--- config.mk ---
export PLATFORM = sky130hd
export DESIGN_NAME = dsp_uart
export DESIGN_NICKNAME = d
export VERILOG_FILES = /design/src/hw/dsp_pkg.sv /design/src/hw/dsp_uart.sv
export SDC_FILE = /design/constraint.sdc
export NUM_CORES = 1
export LEC_CHECK = 0
export BUFFER_PORTS_ARGS = -buffer_cell sky130_fd_sc_hd__buf_2
export CORE_MARGIN = 3
export CORE_UTILIZATION = 44
export DETAILED_ROUTE_END_ITERATION = 10
export GPL_ROUTABILITY_DRIVEN = 0
export MAX_ROUTING_LAYER = met4
export PLACE_DENSITY_LB_ADDON = 0.3
export SLEW_MARGIN = 20
export SYNTH_ARGS = -nofsm -noshare
export SYNTH_HDL_FRONTEND = slang
export SYNTH_SLANG_ARGS = --single-unit
--- constraint.sdc ---
create_clock -name core_clk -period 5.68 [get_ports core_clk]
set_clock_uncertainty 0.1 [all_clocks]
set_input_delay 1.136 -clock core_clk [delete_from_list [all_inputs] [get_ports core_clk]]
set_output_delay 1.136 -clock core_clk [all_outputs]
set_load 0.1 [all_outputs]
--- src/hw/dsp_pkg.sv ---
// Package: register map, field positions and timing for the serial port
package dsp_pkg;
    // Register offsets on the 3-bit I/O address
    localparam logic [2:0] OFS_DATA = 3'h0;   // Receive/transmit data, divisor low
    localparam logic [2:0] OFS_DIVH = 3'h1;   // Divisor high byte
    localparam logic [2:0] OFS_IID  = 3'h2;   // Interrupt source id
    localparam logic [2:0] OFS_LFC  = 3'h3;   // Line format control
    localparam logic [2:0] OFS_HOC  = 3'h4;   // Handshake output control
    localparam logic [2:0] OFS_LSF  = 3'h5;   // Line state flags

    // Field positions
    localparam int LFC_DAS_BIT   = 7;         // Divisor access select
    localparam int LFC_BREAK_BIT = 6;         // Force line low
    localparam int LFC_STOP_BIT  = 2;         // Two stop bits
    localparam int HOC_RTS_BIT   = 1;         // Request to send
    localparam int HOC_IRQEN_BIT = 3;         // Interrupt gate
    localparam int LSF_DR_BIT    = 0;         // Data ready
    localparam int LSF_OE_BIT    = 1;         // Overrun
    localparam int LSF_FE_BIT    = 3;         // Framing error
    localparam int LSF_THRE_BIT  = 5;         // Holding register empty
    localparam int LSF_TEMT_BIT  = 6;         // Transmitter idle

    // Identification values and reset values
    localparam logic [7:0]  IID_RX_AVAIL = 8'h04;
    localparam logic [7:0]  IID_NONE     = 8'h01;
    localparam logic [7:0]  LFC_RST      = 8'h00;
    localparam logic [7:0]  HOC_RST      = 8'h00;
    localparam logic [15:0] DIV_RST      = 16'h000c;

    // Timing: reference clock 1.8432 MHz made from the 25 MHz core clock
    localparam int unsigned CORE_CLK_HZ = 25000000;
    localparam int unsigned REF_CLK_HZ  = 1843200;
    localparam logic [25:0] ACC_STEP    = 26'(REF_CLK_HZ);
    localparam logic [25:0] ACC_WRAP    = 26'(CORE_CLK_HZ);
    localparam int unsigned REF_GAP_MIN = CORE_CLK_HZ / REF_CLK_HZ;
    localparam int unsigned REF_GAP_MAX = (CORE_CLK_HZ + REF_CLK_HZ - 1) / REF_CLK_HZ;
    localparam logic [3:0]  OVS_LAST    = 4'hf;   // 16 ticks per bit
    localparam logic [3:0]  OVS_MID     = 4'h7;   // Start bit middle check

    // Transmit and receive states
    typedef enum logic [3:0] {
        TX_IDLE  = 4'b0001,
        TX_START = 4'b0010,
        TX_DATA  = 4'b0100,
        TX_STOP  = 4'b1000
    } dsp_tx_st_t;
    typedef enum logic [3:0] {
        RX_IDLE  = 4'b0001,
        RX_START = 4'b0010,
        RX_DATA  = 4'b0100,
        RX_STOP  = 4'b1000
    } dsp_rx_st_t;
endpackage

--- src/hw/dsp_uart.sv ---
// Serial port core: I/O registers, baud generator, transmitter, receiver
// Function
// - Divisor select bit 7 remaps offsets 0,1
// - Divisor loads as low, high bytes
// - Bit rate is 1.8432 MHz/(16*divisor)
// - Divisors 12,48,96,1 give standard rates
// - Format bits 1:0 give length minus five
// - Format bit 2 selects two stop bits
// - Format bits 3-6 parity/break, keep zero
// - Control bit 1 drives request-to-send
// - Control bit 3 gates interrupt request
// - Status bit 0 shows received data
// - Source id reads 4 or 1
// - Status bit 5 shows holding empty
`timescale 1ns/100ps
`default_nettype none
module dsp_uart
    import dsp_pkg::*;
(
    // Clock and reset
    input  wire logic       core_clk,
    input  wire logic       sys_rst,
    // Host I/O bus
    input  wire logic [2:0] io_addr,
    input  wire logic       io_wr,
    input  wire logic       io_rd,
    input  wire logic [7:0] io_wdata,
    output logic      [7:0] io_rdata,
    output logic            io_irq,
    // Serial line
    input  wire logic       ser_rx,
    output logic            ser_tx,
    output logic            ser_rts
);

    ////////////////////////////////////////////////////////////////////////
    // Register bus
    logic [7:0]  lfc_reg, lfc_next;
    logic [7:0]  hoc_reg, hoc_next;
    logic [15:0] div_reg, div_next;
    logic [7:0]  rdata_reg, rdata_next;
    logic [7:0]  rbuf_reg;
    logic        dr_reg, oe_reg, fe_reg;
    logic        thr_full_reg;
    logic        tx_busy;
    logic [7:0]  lsf_val;
    logic        das;
    logic        rd_data, wr_data, rd_lsf;

    assign das     = lfc_reg[LFC_DAS_BIT];
    assign rd_data = io_rd && io_addr == OFS_DATA && !das;
    assign wr_data = io_wr && io_addr == OFS_DATA && !das;
    assign rd_lsf  = io_rd && io_addr == OFS_LSF;

    // Status byte; reserved bits read zero
    always_comb begin
        lsf_val = 8'h00;
        lsf_val[LSF_DR_BIT]   = dr_reg;
        lsf_val[LSF_OE_BIT]   = oe_reg;
        lsf_val[LSF_FE_BIT]   = fe_reg;
        lsf_val[LSF_THRE_BIT] = !thr_full_reg;
        lsf_val[LSF_TEMT_BIT] = !thr_full_reg && !tx_busy;
    end

    // Register writes and read data capture
    always_comb begin
        lfc_next   = lfc_reg;
        hoc_next   = hoc_reg;
        div_next   = div_reg;
        rdata_next = rdata_reg;
        if (io_wr) begin
            case (io_addr)
                OFS_DATA: if (das) div_next[7:0] = io_wdata;
                OFS_DIVH: if (das) div_next[15:8] = io_wdata;
                OFS_LFC:  lfc_next = io_wdata;
                OFS_HOC:  hoc_next = io_wdata;
                default:  ;
            endcase
        end
        if (io_rd) begin
            case (io_addr)
                OFS_DATA: rdata_next = das ? div_reg[7:0] : rbuf_reg;
                OFS_DIVH: rdata_next = das ? div_reg[15:8] : 8'h00;
                OFS_IID:  rdata_next = dr_reg ? IID_RX_AVAIL : IID_NONE;
                OFS_LFC:  rdata_next = lfc_reg;
                OFS_HOC:  rdata_next = hoc_reg;
                OFS_LSF:  rdata_next = lsf_val;
                default:  rdata_next = 8'h00;                        // Unmapped offsets
            endcase
        end
    end

    always_ff @(posedge core_clk) begin
        if (sys_rst) begin
            lfc_reg   <= LFC_RST;
            hoc_reg   <= HOC_RST;
            div_reg   <= DIV_RST;
            rdata_reg <= 8'h00;
        end else begin
            lfc_reg   <= lfc_next;
            hoc_reg   <= hoc_next;
            div_reg   <= div_next;
            rdata_reg <= rdata_next;
        end
    end

    assign io_rdata = rdata_reg;
    assign ser_rts  = hoc_reg[HOC_RTS_BIT];
    // Only received data raises a request, gated by the user output
    assign io_irq   = dr_reg && hoc_reg[HOC_IRQEN_BIT];

    ////////////////////////////////////////////////////////////////////////
    // Baud generator: fractional reference clock, then divide by divisor
    logic [25:0] acc_reg, acc_next;
    logic [15:0] bdiv_reg, bdiv_next;
    logic        ref_tick, tick16;

    // Reference tick jitters by one core cycle; averaged rate is exact
    assign ref_tick = (acc_reg + ACC_STEP) >= ACC_WRAP;
    assign tick16   = ref_tick && (bdiv_reg + 16'h0001 >= div_reg);

    always_comb begin
        acc_next  = ref_tick ? 26'(acc_reg + ACC_STEP - ACC_WRAP)
                             : 26'(acc_reg + ACC_STEP);
        bdiv_next = bdiv_reg;
        if (ref_tick) begin
            bdiv_next = tick16 ? 16'h0000 : 16'(bdiv_reg + 16'h0001);
        end
    end

    always_ff @(posedge core_clk) begin
        if (sys_rst) begin
            acc_reg  <= 26'h0000000;
            bdiv_reg <= 16'h0000;
        end else begin
            acc_reg  <= acc_next;
            bdiv_reg <= bdiv_next;
        end
    end

    ////////////////////////////////////////////////////////////////////////
    // Transmitter
    dsp_tx_st_t  tx_st_reg, tx_st_next;
    logic [7:0]  thr_reg, thr_next;
    logic        thr_full_next;
    logic [7:0]  tsh_reg, tsh_next;
    logic [3:0]  tcnt_reg, tcnt_next;
    logic [2:0]  tbit_reg, tbit_next;
    logic        tstop_reg, tstop_next;
    logic        tline_reg, tline_next;

    assign tx_busy = tx_st_reg != TX_IDLE;

    always_comb begin
        tx_st_next    = tx_st_reg;
        thr_next      = thr_reg;
        thr_full_next = thr_full_reg;
        tsh_next      = tsh_reg;
        tcnt_next     = tcnt_reg;
        tbit_next     = tbit_reg;
        tstop_next    = tstop_reg;
        case (tx_st_reg)
            TX_IDLE: if (thr_full_reg) begin
                tsh_next      = thr_reg;
                thr_full_next = 1'b0;
                tcnt_next     = 4'h0;
                tbit_next     = 3'h0;
                tstop_next    = 1'b0;
                tx_st_next    = TX_START;
            end
            TX_START: if (tick16) begin
                tcnt_next = tcnt_reg + 4'h1;
                if (tcnt_reg == OVS_LAST) tx_st_next = TX_DATA;
            end
            TX_DATA: if (tick16) begin
                tcnt_next = tcnt_reg + 4'h1;
                if (tcnt_reg == OVS_LAST) begin
                    tsh_next  = {1'b0, tsh_reg[7:1]};
                    tbit_next = tbit_reg + 3'h1;
                    if (tbit_reg == {1'b1, lfc_reg[1:0]}) tx_st_next = TX_STOP;
                end
            end
            TX_STOP: if (tick16) begin
                tcnt_next = tcnt_reg + 4'h1;
                if (tcnt_reg == OVS_LAST) begin
                    if (lfc_reg[LFC_STOP_BIT] && !tstop_reg) tstop_next = 1'b1;
                    else tx_st_next = TX_IDLE;
                end
            end
            default: tx_st_next = TX_IDLE;
        endcase
        // A host write in the load cycle still lands: set wins over clear
        if (wr_data) begin
            thr_next      = io_wdata;
            thr_full_next = 1'b1;
        end
        // Line level: start low, data LSB first, stop and idle high
        case (tx_st_next)
            TX_START: tline_next = 1'b0;
            TX_DATA:  tline_next = tsh_next[0];
            default:  tline_next = 1'b1;
        endcase
        if (lfc_reg[LFC_BREAK_BIT]) tline_next = 1'b0;
    end

    always_ff @(posedge core_clk) begin
        if (sys_rst) begin
            tx_st_reg    <= TX_IDLE;
            thr_reg      <= 8'h00;
            thr_full_reg <= 1'b0;
            tsh_reg      <= 8'h00;
            tcnt_reg     <= 4'h0;
            tbit_reg     <= 3'h0;
            tstop_reg    <= 1'b0;
            tline_reg    <= 1'b1;
        end else begin
            tx_st_reg    <= tx_st_next;
            thr_reg      <= thr_next;
            thr_full_reg <= thr_full_next;
            tsh_reg      <= tsh_next;
            tcnt_reg     <= tcnt_next;
            tbit_reg     <= tbit_next;
            tstop_reg    <= tstop_next;
            tline_reg    <= tline_next;
        end
    end

    assign ser_tx = tline_reg;

    ////////////////////////////////////////////////////////////////////////
    // Receiver
    logic        rx_s1_reg, rx_s2_reg;
    dsp_rx_st_t  rx_st_reg, rx_st_next;
    logic [7:0]  rsh_reg, rsh_next;
    logic [3:0]  rcnt_reg, rcnt_next;
    logic [2:0]  rbit_reg, rbit_next;
    logic [7:0]  rbuf_next;
    logic        dr_next, oe_next, fe_next;
    logic        rx_done;

    always_comb begin
        rx_st_next = rx_st_reg;
        rsh_next   = rsh_reg;
        rcnt_next  = rcnt_reg;
        rbit_next  = rbit_reg;
        rbuf_next  = rbuf_reg;
        dr_next    = dr_reg;
        oe_next    = oe_reg;
        fe_next    = fe_reg;
        rx_done    = 1'b0;
        // Host side clears first so that a same-cycle event wins
        if (rd_data) dr_next = 1'b0;
        if (rd_lsf) begin
            oe_next = 1'b0;
            fe_next = 1'b0;
        end
        case (rx_st_reg)
            RX_IDLE: if (tick16 && !rx_s2_reg) begin
                rcnt_next  = 4'h0;
                rx_st_next = RX_START;
            end
            RX_START: if (tick16) begin
                rcnt_next = rcnt_reg + 4'h1;
                if (rcnt_reg == OVS_MID) begin
                    // Glitch shorter than half a bit is dropped
                    rcnt_next  = 4'h0;
                    rbit_next  = 3'h0;
                    rx_st_next = rx_s2_reg ? RX_IDLE : RX_DATA;
                end
            end
            RX_DATA: if (tick16) begin
                rcnt_next = rcnt_reg + 4'h1;
                if (rcnt_reg == OVS_LAST) begin
                    rsh_next  = {rx_s2_reg, rsh_reg[7:1]};
                    rbit_next = rbit_reg + 3'h1;
                    if (rbit_reg == {1'b1, lfc_reg[1:0]}) rx_st_next = RX_STOP;
                end
            end
            RX_STOP: if (tick16) begin
                rcnt_next = rcnt_reg + 4'h1;
                if (rcnt_reg == OVS_LAST) begin
                    rx_done    = 1'b1;
                    rbuf_next  = 8'(rsh_reg >> (2'h3 - lfc_reg[1:0]));
                    oe_next    = dr_reg || oe_next;
                    fe_next    = !rx_s2_reg || fe_next;
                    dr_next    = 1'b1;
                    rx_st_next = RX_IDLE;
                end
            end
            default: rx_st_next = RX_IDLE;
        endcase
    end

    always_ff @(posedge core_clk) begin
        if (sys_rst) begin
            rx_s1_reg <= 1'b1;
            rx_s2_reg <= 1'b1;
            rx_st_reg <= RX_IDLE;
            rsh_reg   <= 8'h00;
            rcnt_reg  <= 4'h0;
            rbit_reg  <= 3'h0;
            rbuf_reg  <= 8'h00;
            dr_reg    <= 1'b0;
            oe_reg    <= 1'b0;
            fe_reg    <= 1'b0;
        end else begin
            rx_s1_reg <= ser_rx;
            rx_s2_reg <= rx_s1_reg;
            rx_st_reg <= rx_st_next;
            rsh_reg   <= rsh_next;
            rcnt_reg  <= rcnt_next;
            rbit_reg  <= rbit_next;
            rbuf_reg  <= rbuf_next;
            dr_reg    <= dr_next;
            oe_reg    <= oe_next;
            fe_reg    <= fe_next;
        end
    end

    ////////////////////////////////////////////////////////////////////////
    // Assertions and their helper logic
    logic [7:0] ref_gap_reg;
    logic       ref_seen_reg;

    always_ff @(posedge core_clk) begin
        if (sys_rst) begin
            ref_gap_reg  <= 8'h00;
            ref_seen_reg <= 1'b0;
        end else begin
            ref_gap_reg  <= ref_tick ? 8'h01 : 8'(ref_gap_reg + 8'h01);
            ref_seen_reg <= ref_seen_reg || ref_tick;
        end
    end

    ref_rate_a: assert property (@(posedge core_clk) disable iff (sys_rst)
        ref_tick && ref_seen_reg |-> ref_gap_reg >= 8'(REF_GAP_MIN) && ref_gap_reg <= 8'(REF_GAP_MAX))
        else $error("reference tick spacing wrong");
    div_map_a: assert property (@(posedge core_clk) disable iff (sys_rst)
        io_rd && io_addr == OFS_DATA && das |=> io_rdata == $past(div_reg[7:0]))
        else $error("divisor low not read back");
    div_high_a: assert property (@(posedge core_clk) disable iff (sys_rst)
        io_wr && io_addr == OFS_DIVH && das |=> div_reg[15:8] == $past(io_wdata))
        else $error("divisor high not loaded");
    rts_drive_a: assert property (@(posedge core_clk) disable iff (sys_rst)
        io_wr && io_addr == OFS_HOC |=> ser_rts == $past(io_wdata[HOC_RTS_BIT]))
        else $error("request to send not following control");
    irq_gate_a: assert property (@(posedge core_clk) disable iff (sys_rst)
        rx_done && hoc_reg[HOC_IRQEN_BIT] && !io_wr |=> io_irq)
        else $error("interrupt not raised by received data");
    iid_value_a: assert property (@(posedge core_clk) disable iff (sys_rst)
        io_rd && io_addr == OFS_IID |=> io_rdata == ($past(dr_reg) ? IID_RX_AVAIL : IID_NONE))
        else $error("source id wrong");
    dr_set_a: assert property (@(posedge core_clk) disable iff (sys_rst)
        rx_done |=> dr_reg && rbuf_reg == $past(rbuf_next))
        else $error("data ready not set");
    rbr_clear_a: assert property (@(posedge core_clk) disable iff (sys_rst)
        rd_data && !rx_done |=> !dr_reg)
        else $error("receive read did not clear ready");
    thre_clear_a: assert property (@(posedge core_clk) disable iff (sys_rst)
        wr_data |=> !lsf_val[LSF_THRE_BIT] ##1 1'b1)
        else $error("holding empty not cleared");
    start_low_a: assert property (@(posedge core_clk) disable iff (sys_rst)
        tx_st_reg == TX_START |-> !ser_tx)
        else $error("start bit not low");
    stop_high_a: assert property (@(posedge core_clk) disable iff (sys_rst)
        tx_st_reg == TX_STOP && !lfc_reg[LFC_BREAK_BIT] |-> ser_tx)
        else $error("stop bit not high");

endmodule // dsp_uart
`default_nettype wire

==> flow_metrics.tcl <==
set metrics [dict create \
    clock_latency_ns 0.43 \
    cts_buffer_depth 2 \
    start_kind "flip-flop" \
    report.final.slew_viol_count 0 \
    switchingPower_w 0.000585 \
    vias 6055 \
    fin_crit_ns 4.37 \
    cts_sinks 138 \
    grt_remaining_overflow 0 \
    synth_edf_count 0 \
    worstPathRequired_ns 5.92 \
    io_buffers 26 \
    p_int_w 0.00164 \
    hold_buffers 0 \
    setup_viol 0 \
    drtIter0Drc 385 \
    grt_pass1_wl_um 28100 \
    largest_reg_flops 20 \
    synth_cell_types 69 \
    gr-usage-all-layers 0.195 \
    slew_headroom 0.435 \
    worstPathMaxFanout 15 \
    core_mm2 0.0161 \
    clk_pin_slew_ns 0.07 \
    vdd_drop_max_uv 210 \
    fin_crit_sh 0.770 \
    swShare 0.262 \
    ys_seq_elements 138 \
    p_seq_frac 0.450 \
    tightest_slew_ns 0.847 \
    total_power_w 0.00223 \
    pwr-share-clk 0.491 \
    wl_per_cell_um 15.0 \
    critical_path_arrival_ns 4.62 \
    ys_warn_count 0 \
    synth.yosys.seq_area_share 0.375 \
    synth.cell_area_mm2 0.00737 \
    p_comb_frac 0.059 \
    crit_path_end_kind "flip-flop" \
    syn_area_per_cell_um2 8.36 \
    outcome "completed" \
    die_y_um 135 \
    ys.flop_type "dfxtp_1" \
    async_reset_ff_frac 0 \
    synthCells 881 \
    critPathKind "flip-flop to flip-flop" \
    hold_violations 0 \
    numCtsBuffers 17 \
    die_w_um 135 \
    route.detailed.drc 0 \
    area_growth_pct 10.7 \
    drt-pass1-iter-count 5 \
    die_area_mm2 0.0183 \
    holdWs_ns 0.309 \
    antenna_found_initial 0 \
    grt_pass1_vias 5624 \
    rows 46 \
    fmax_mhz 229 \
    fillers 1586 \
    cts_setup_buffers 0 \
    synth_nets 922 \
    totalWireLength_um 16700 \
    cap_violations 0 \
    avgViaCountPerCell 5.46 \
    p_per_area_mw_per_mm2 274 \
    tns_ns 0 \
    rsz0062_at_grt "no" \
    leakage_nw 3.03 \
    nets 921 \
    grt_max_degree 64 \
    cts_tree "built" \
    cts.repair.resized 0 \
    initial_utilization 0.457 \
    detailed_place_hpwl_um 11600 \
    rrSetupSlack_ns 1.31 \
    ant_nets 0 \
    drive_gt1_frac 0.111 \
    cts_htree_levels 4 \
    diodes 0 \
    hold_class "flip-flop to flip-flop" \
    cts_root_buf "clkbuf_16" \
    top_level_ports 27 \
]
[final timing paths]
check	from	cells past startpoint	to
max	bdiv_reg[2]	15	tbit_reg[2]
min	rx_s1_reg	1	rx_s2_reg
max reg2reg	bdiv_reg[2]	15	tbit_reg[2]
min reg2reg	rx_s1_reg	1	rx_s2_reg
[layout by cell type, fill, tap and decap left out, types with 6 or more instances in the layout]
cell type	netlist	final
nor2_1	101	101
xnor2_1	26	26
a22oi_1	12	12
nor2b_1	6	6
and3_1	19	19
buf_2	4	25
nand3_1	37	37
dfxtp_1	138	138
mux2i_1	38	38
mux2_2	10	10
o21ai_0	26	26
clkbuf_16	0	17
a31oi_1	8	8
and2_1	8	8
nor3_1	18	18
inv_1	29	29
or3_1	6	6
inv_6	0	7
nand2_1	109	109
a211oi_1	6	6
a21oi_1	67	67
or2_2	6	6
a21o_1	8	8
ha_1	25	25
nand4_1	12	12
xor2_1	33	33
[power groups by stage]
stage,clock network [W],registers (W),logic (W)
2_1_floorplan,0,0.00104,0.0000800
3_3_place_gp,0,0.00102,0.000130
3_5_place_dp,0,0.00102,0.000131
4_1_cts,0.00111,0.00100,0.000132
5_1_grt,0.00116,0.00101,0.000145
6_report,0.00110,0.00100,0.000132
[cells by family (layout without fill, tap and decap cells)]
kind of cell / count (synthesis) / after routing / share of synthesized area
buffers and inverters: 79 / 91 / 0.0471
XOR/XNOR: 60 / 60 / 0.0724
AND/OR/NAND/NOR: 355 / 355 / 0.232
multiplexers: 54 / 54 / 0.0822
flip-flops: 138 / 138 / 0.375
adder cells (fa/ha/maj): 25 / 25 / 0.0425
AO/OA/AOI/OAI: 170 / 170 / 0.149
[Yosys cell counts, types with 6 or more instances]
cell type / count / area (um^2)
nand3_1: 37 / 185
nor2b_1: 6 / 37.5
and3_1: 19 / 119
a21oi_1: 67 / 335
mux2_2: 10 / 113
a211oi_1: 6 / 45.0
nor2_1: 101 / 379
and2_1: 8 / 50.1
xor2_1: 33 / 289
xnor2_1: 26 / 228
mux2i_1: 38 / 380
o21ai_0: 26 / 130
nand2_1: 109 / 409
a21o_1: 8 / 60.1
a22oi_1: 12 / 90.1
or2_2: 6 / 37.5
inv_1: 29 / 109
dfxtp_1: 138 / 2760
nand4_1: 12 / 75.1
or3_1: 6 / 37.5
nor3_1: 18 / 90.1
ha_1: 25 / 313
a31oi_1: 8 / 50.1
clkbuf_1: 36 / 135
[final cells by class]
type | count | area [um^2] | area share
multi-input cells | 664 | 4260 | 0.523
flip-flops and latches | 138 | 2760 | 0.339
clock buffers | 18 | 429 | 0.0527
well taps | 216 | 270 | 0.0332
repair buffers | 30 | 163 | 0.0200
clock inverters | 14 | 154 | 0.0189
inverters | 29 | 109 | 0.0134
[per-layer routing]
layer	vias to the layer above	global-route usage	routed length (um)
li1	3083	-	-
met1	2816	0.269	8210
met2	130	0.288	7390
met3	26	0.0438	794
met4	0	0.0577	289
met5	-	-	0
[worst max-delay path: stages (launching register included)]
cell and delay, ns:
dfxtp_1 0.41, nand3_1 0.20, nor3_1 0.37, and3_1 0.26, and3_1 0.22, and3_1 0.24, nand3_1 0.11, xnor2_1 0.16
ha_1 0.30, nand4_1 0.08, a21oi_1 0.11, o21ai_0 0.10, nand2_1 0.53, a21oi_1 0.39, or4_1 0.48, a211oi_1 0.22
[stage by stage]
stage / worst slack (ns) / utilization / std cells / instance area (um^2)
after floorplan: 1.99 / - / 881 / 7370
after global placement: 1.39 / 0.470 / 1077 / 7570
after detailed placement: 1.30 / 0.470 / 1077 / 7570
after CTS: 1.28 / 0.506 / 1109 / 8150
after global routing: 0.852 / 0.506 / 1109 / 8150
final: 1.31 / 0.506 / 1109 / 8150
(Power assumes the default switching activity.)
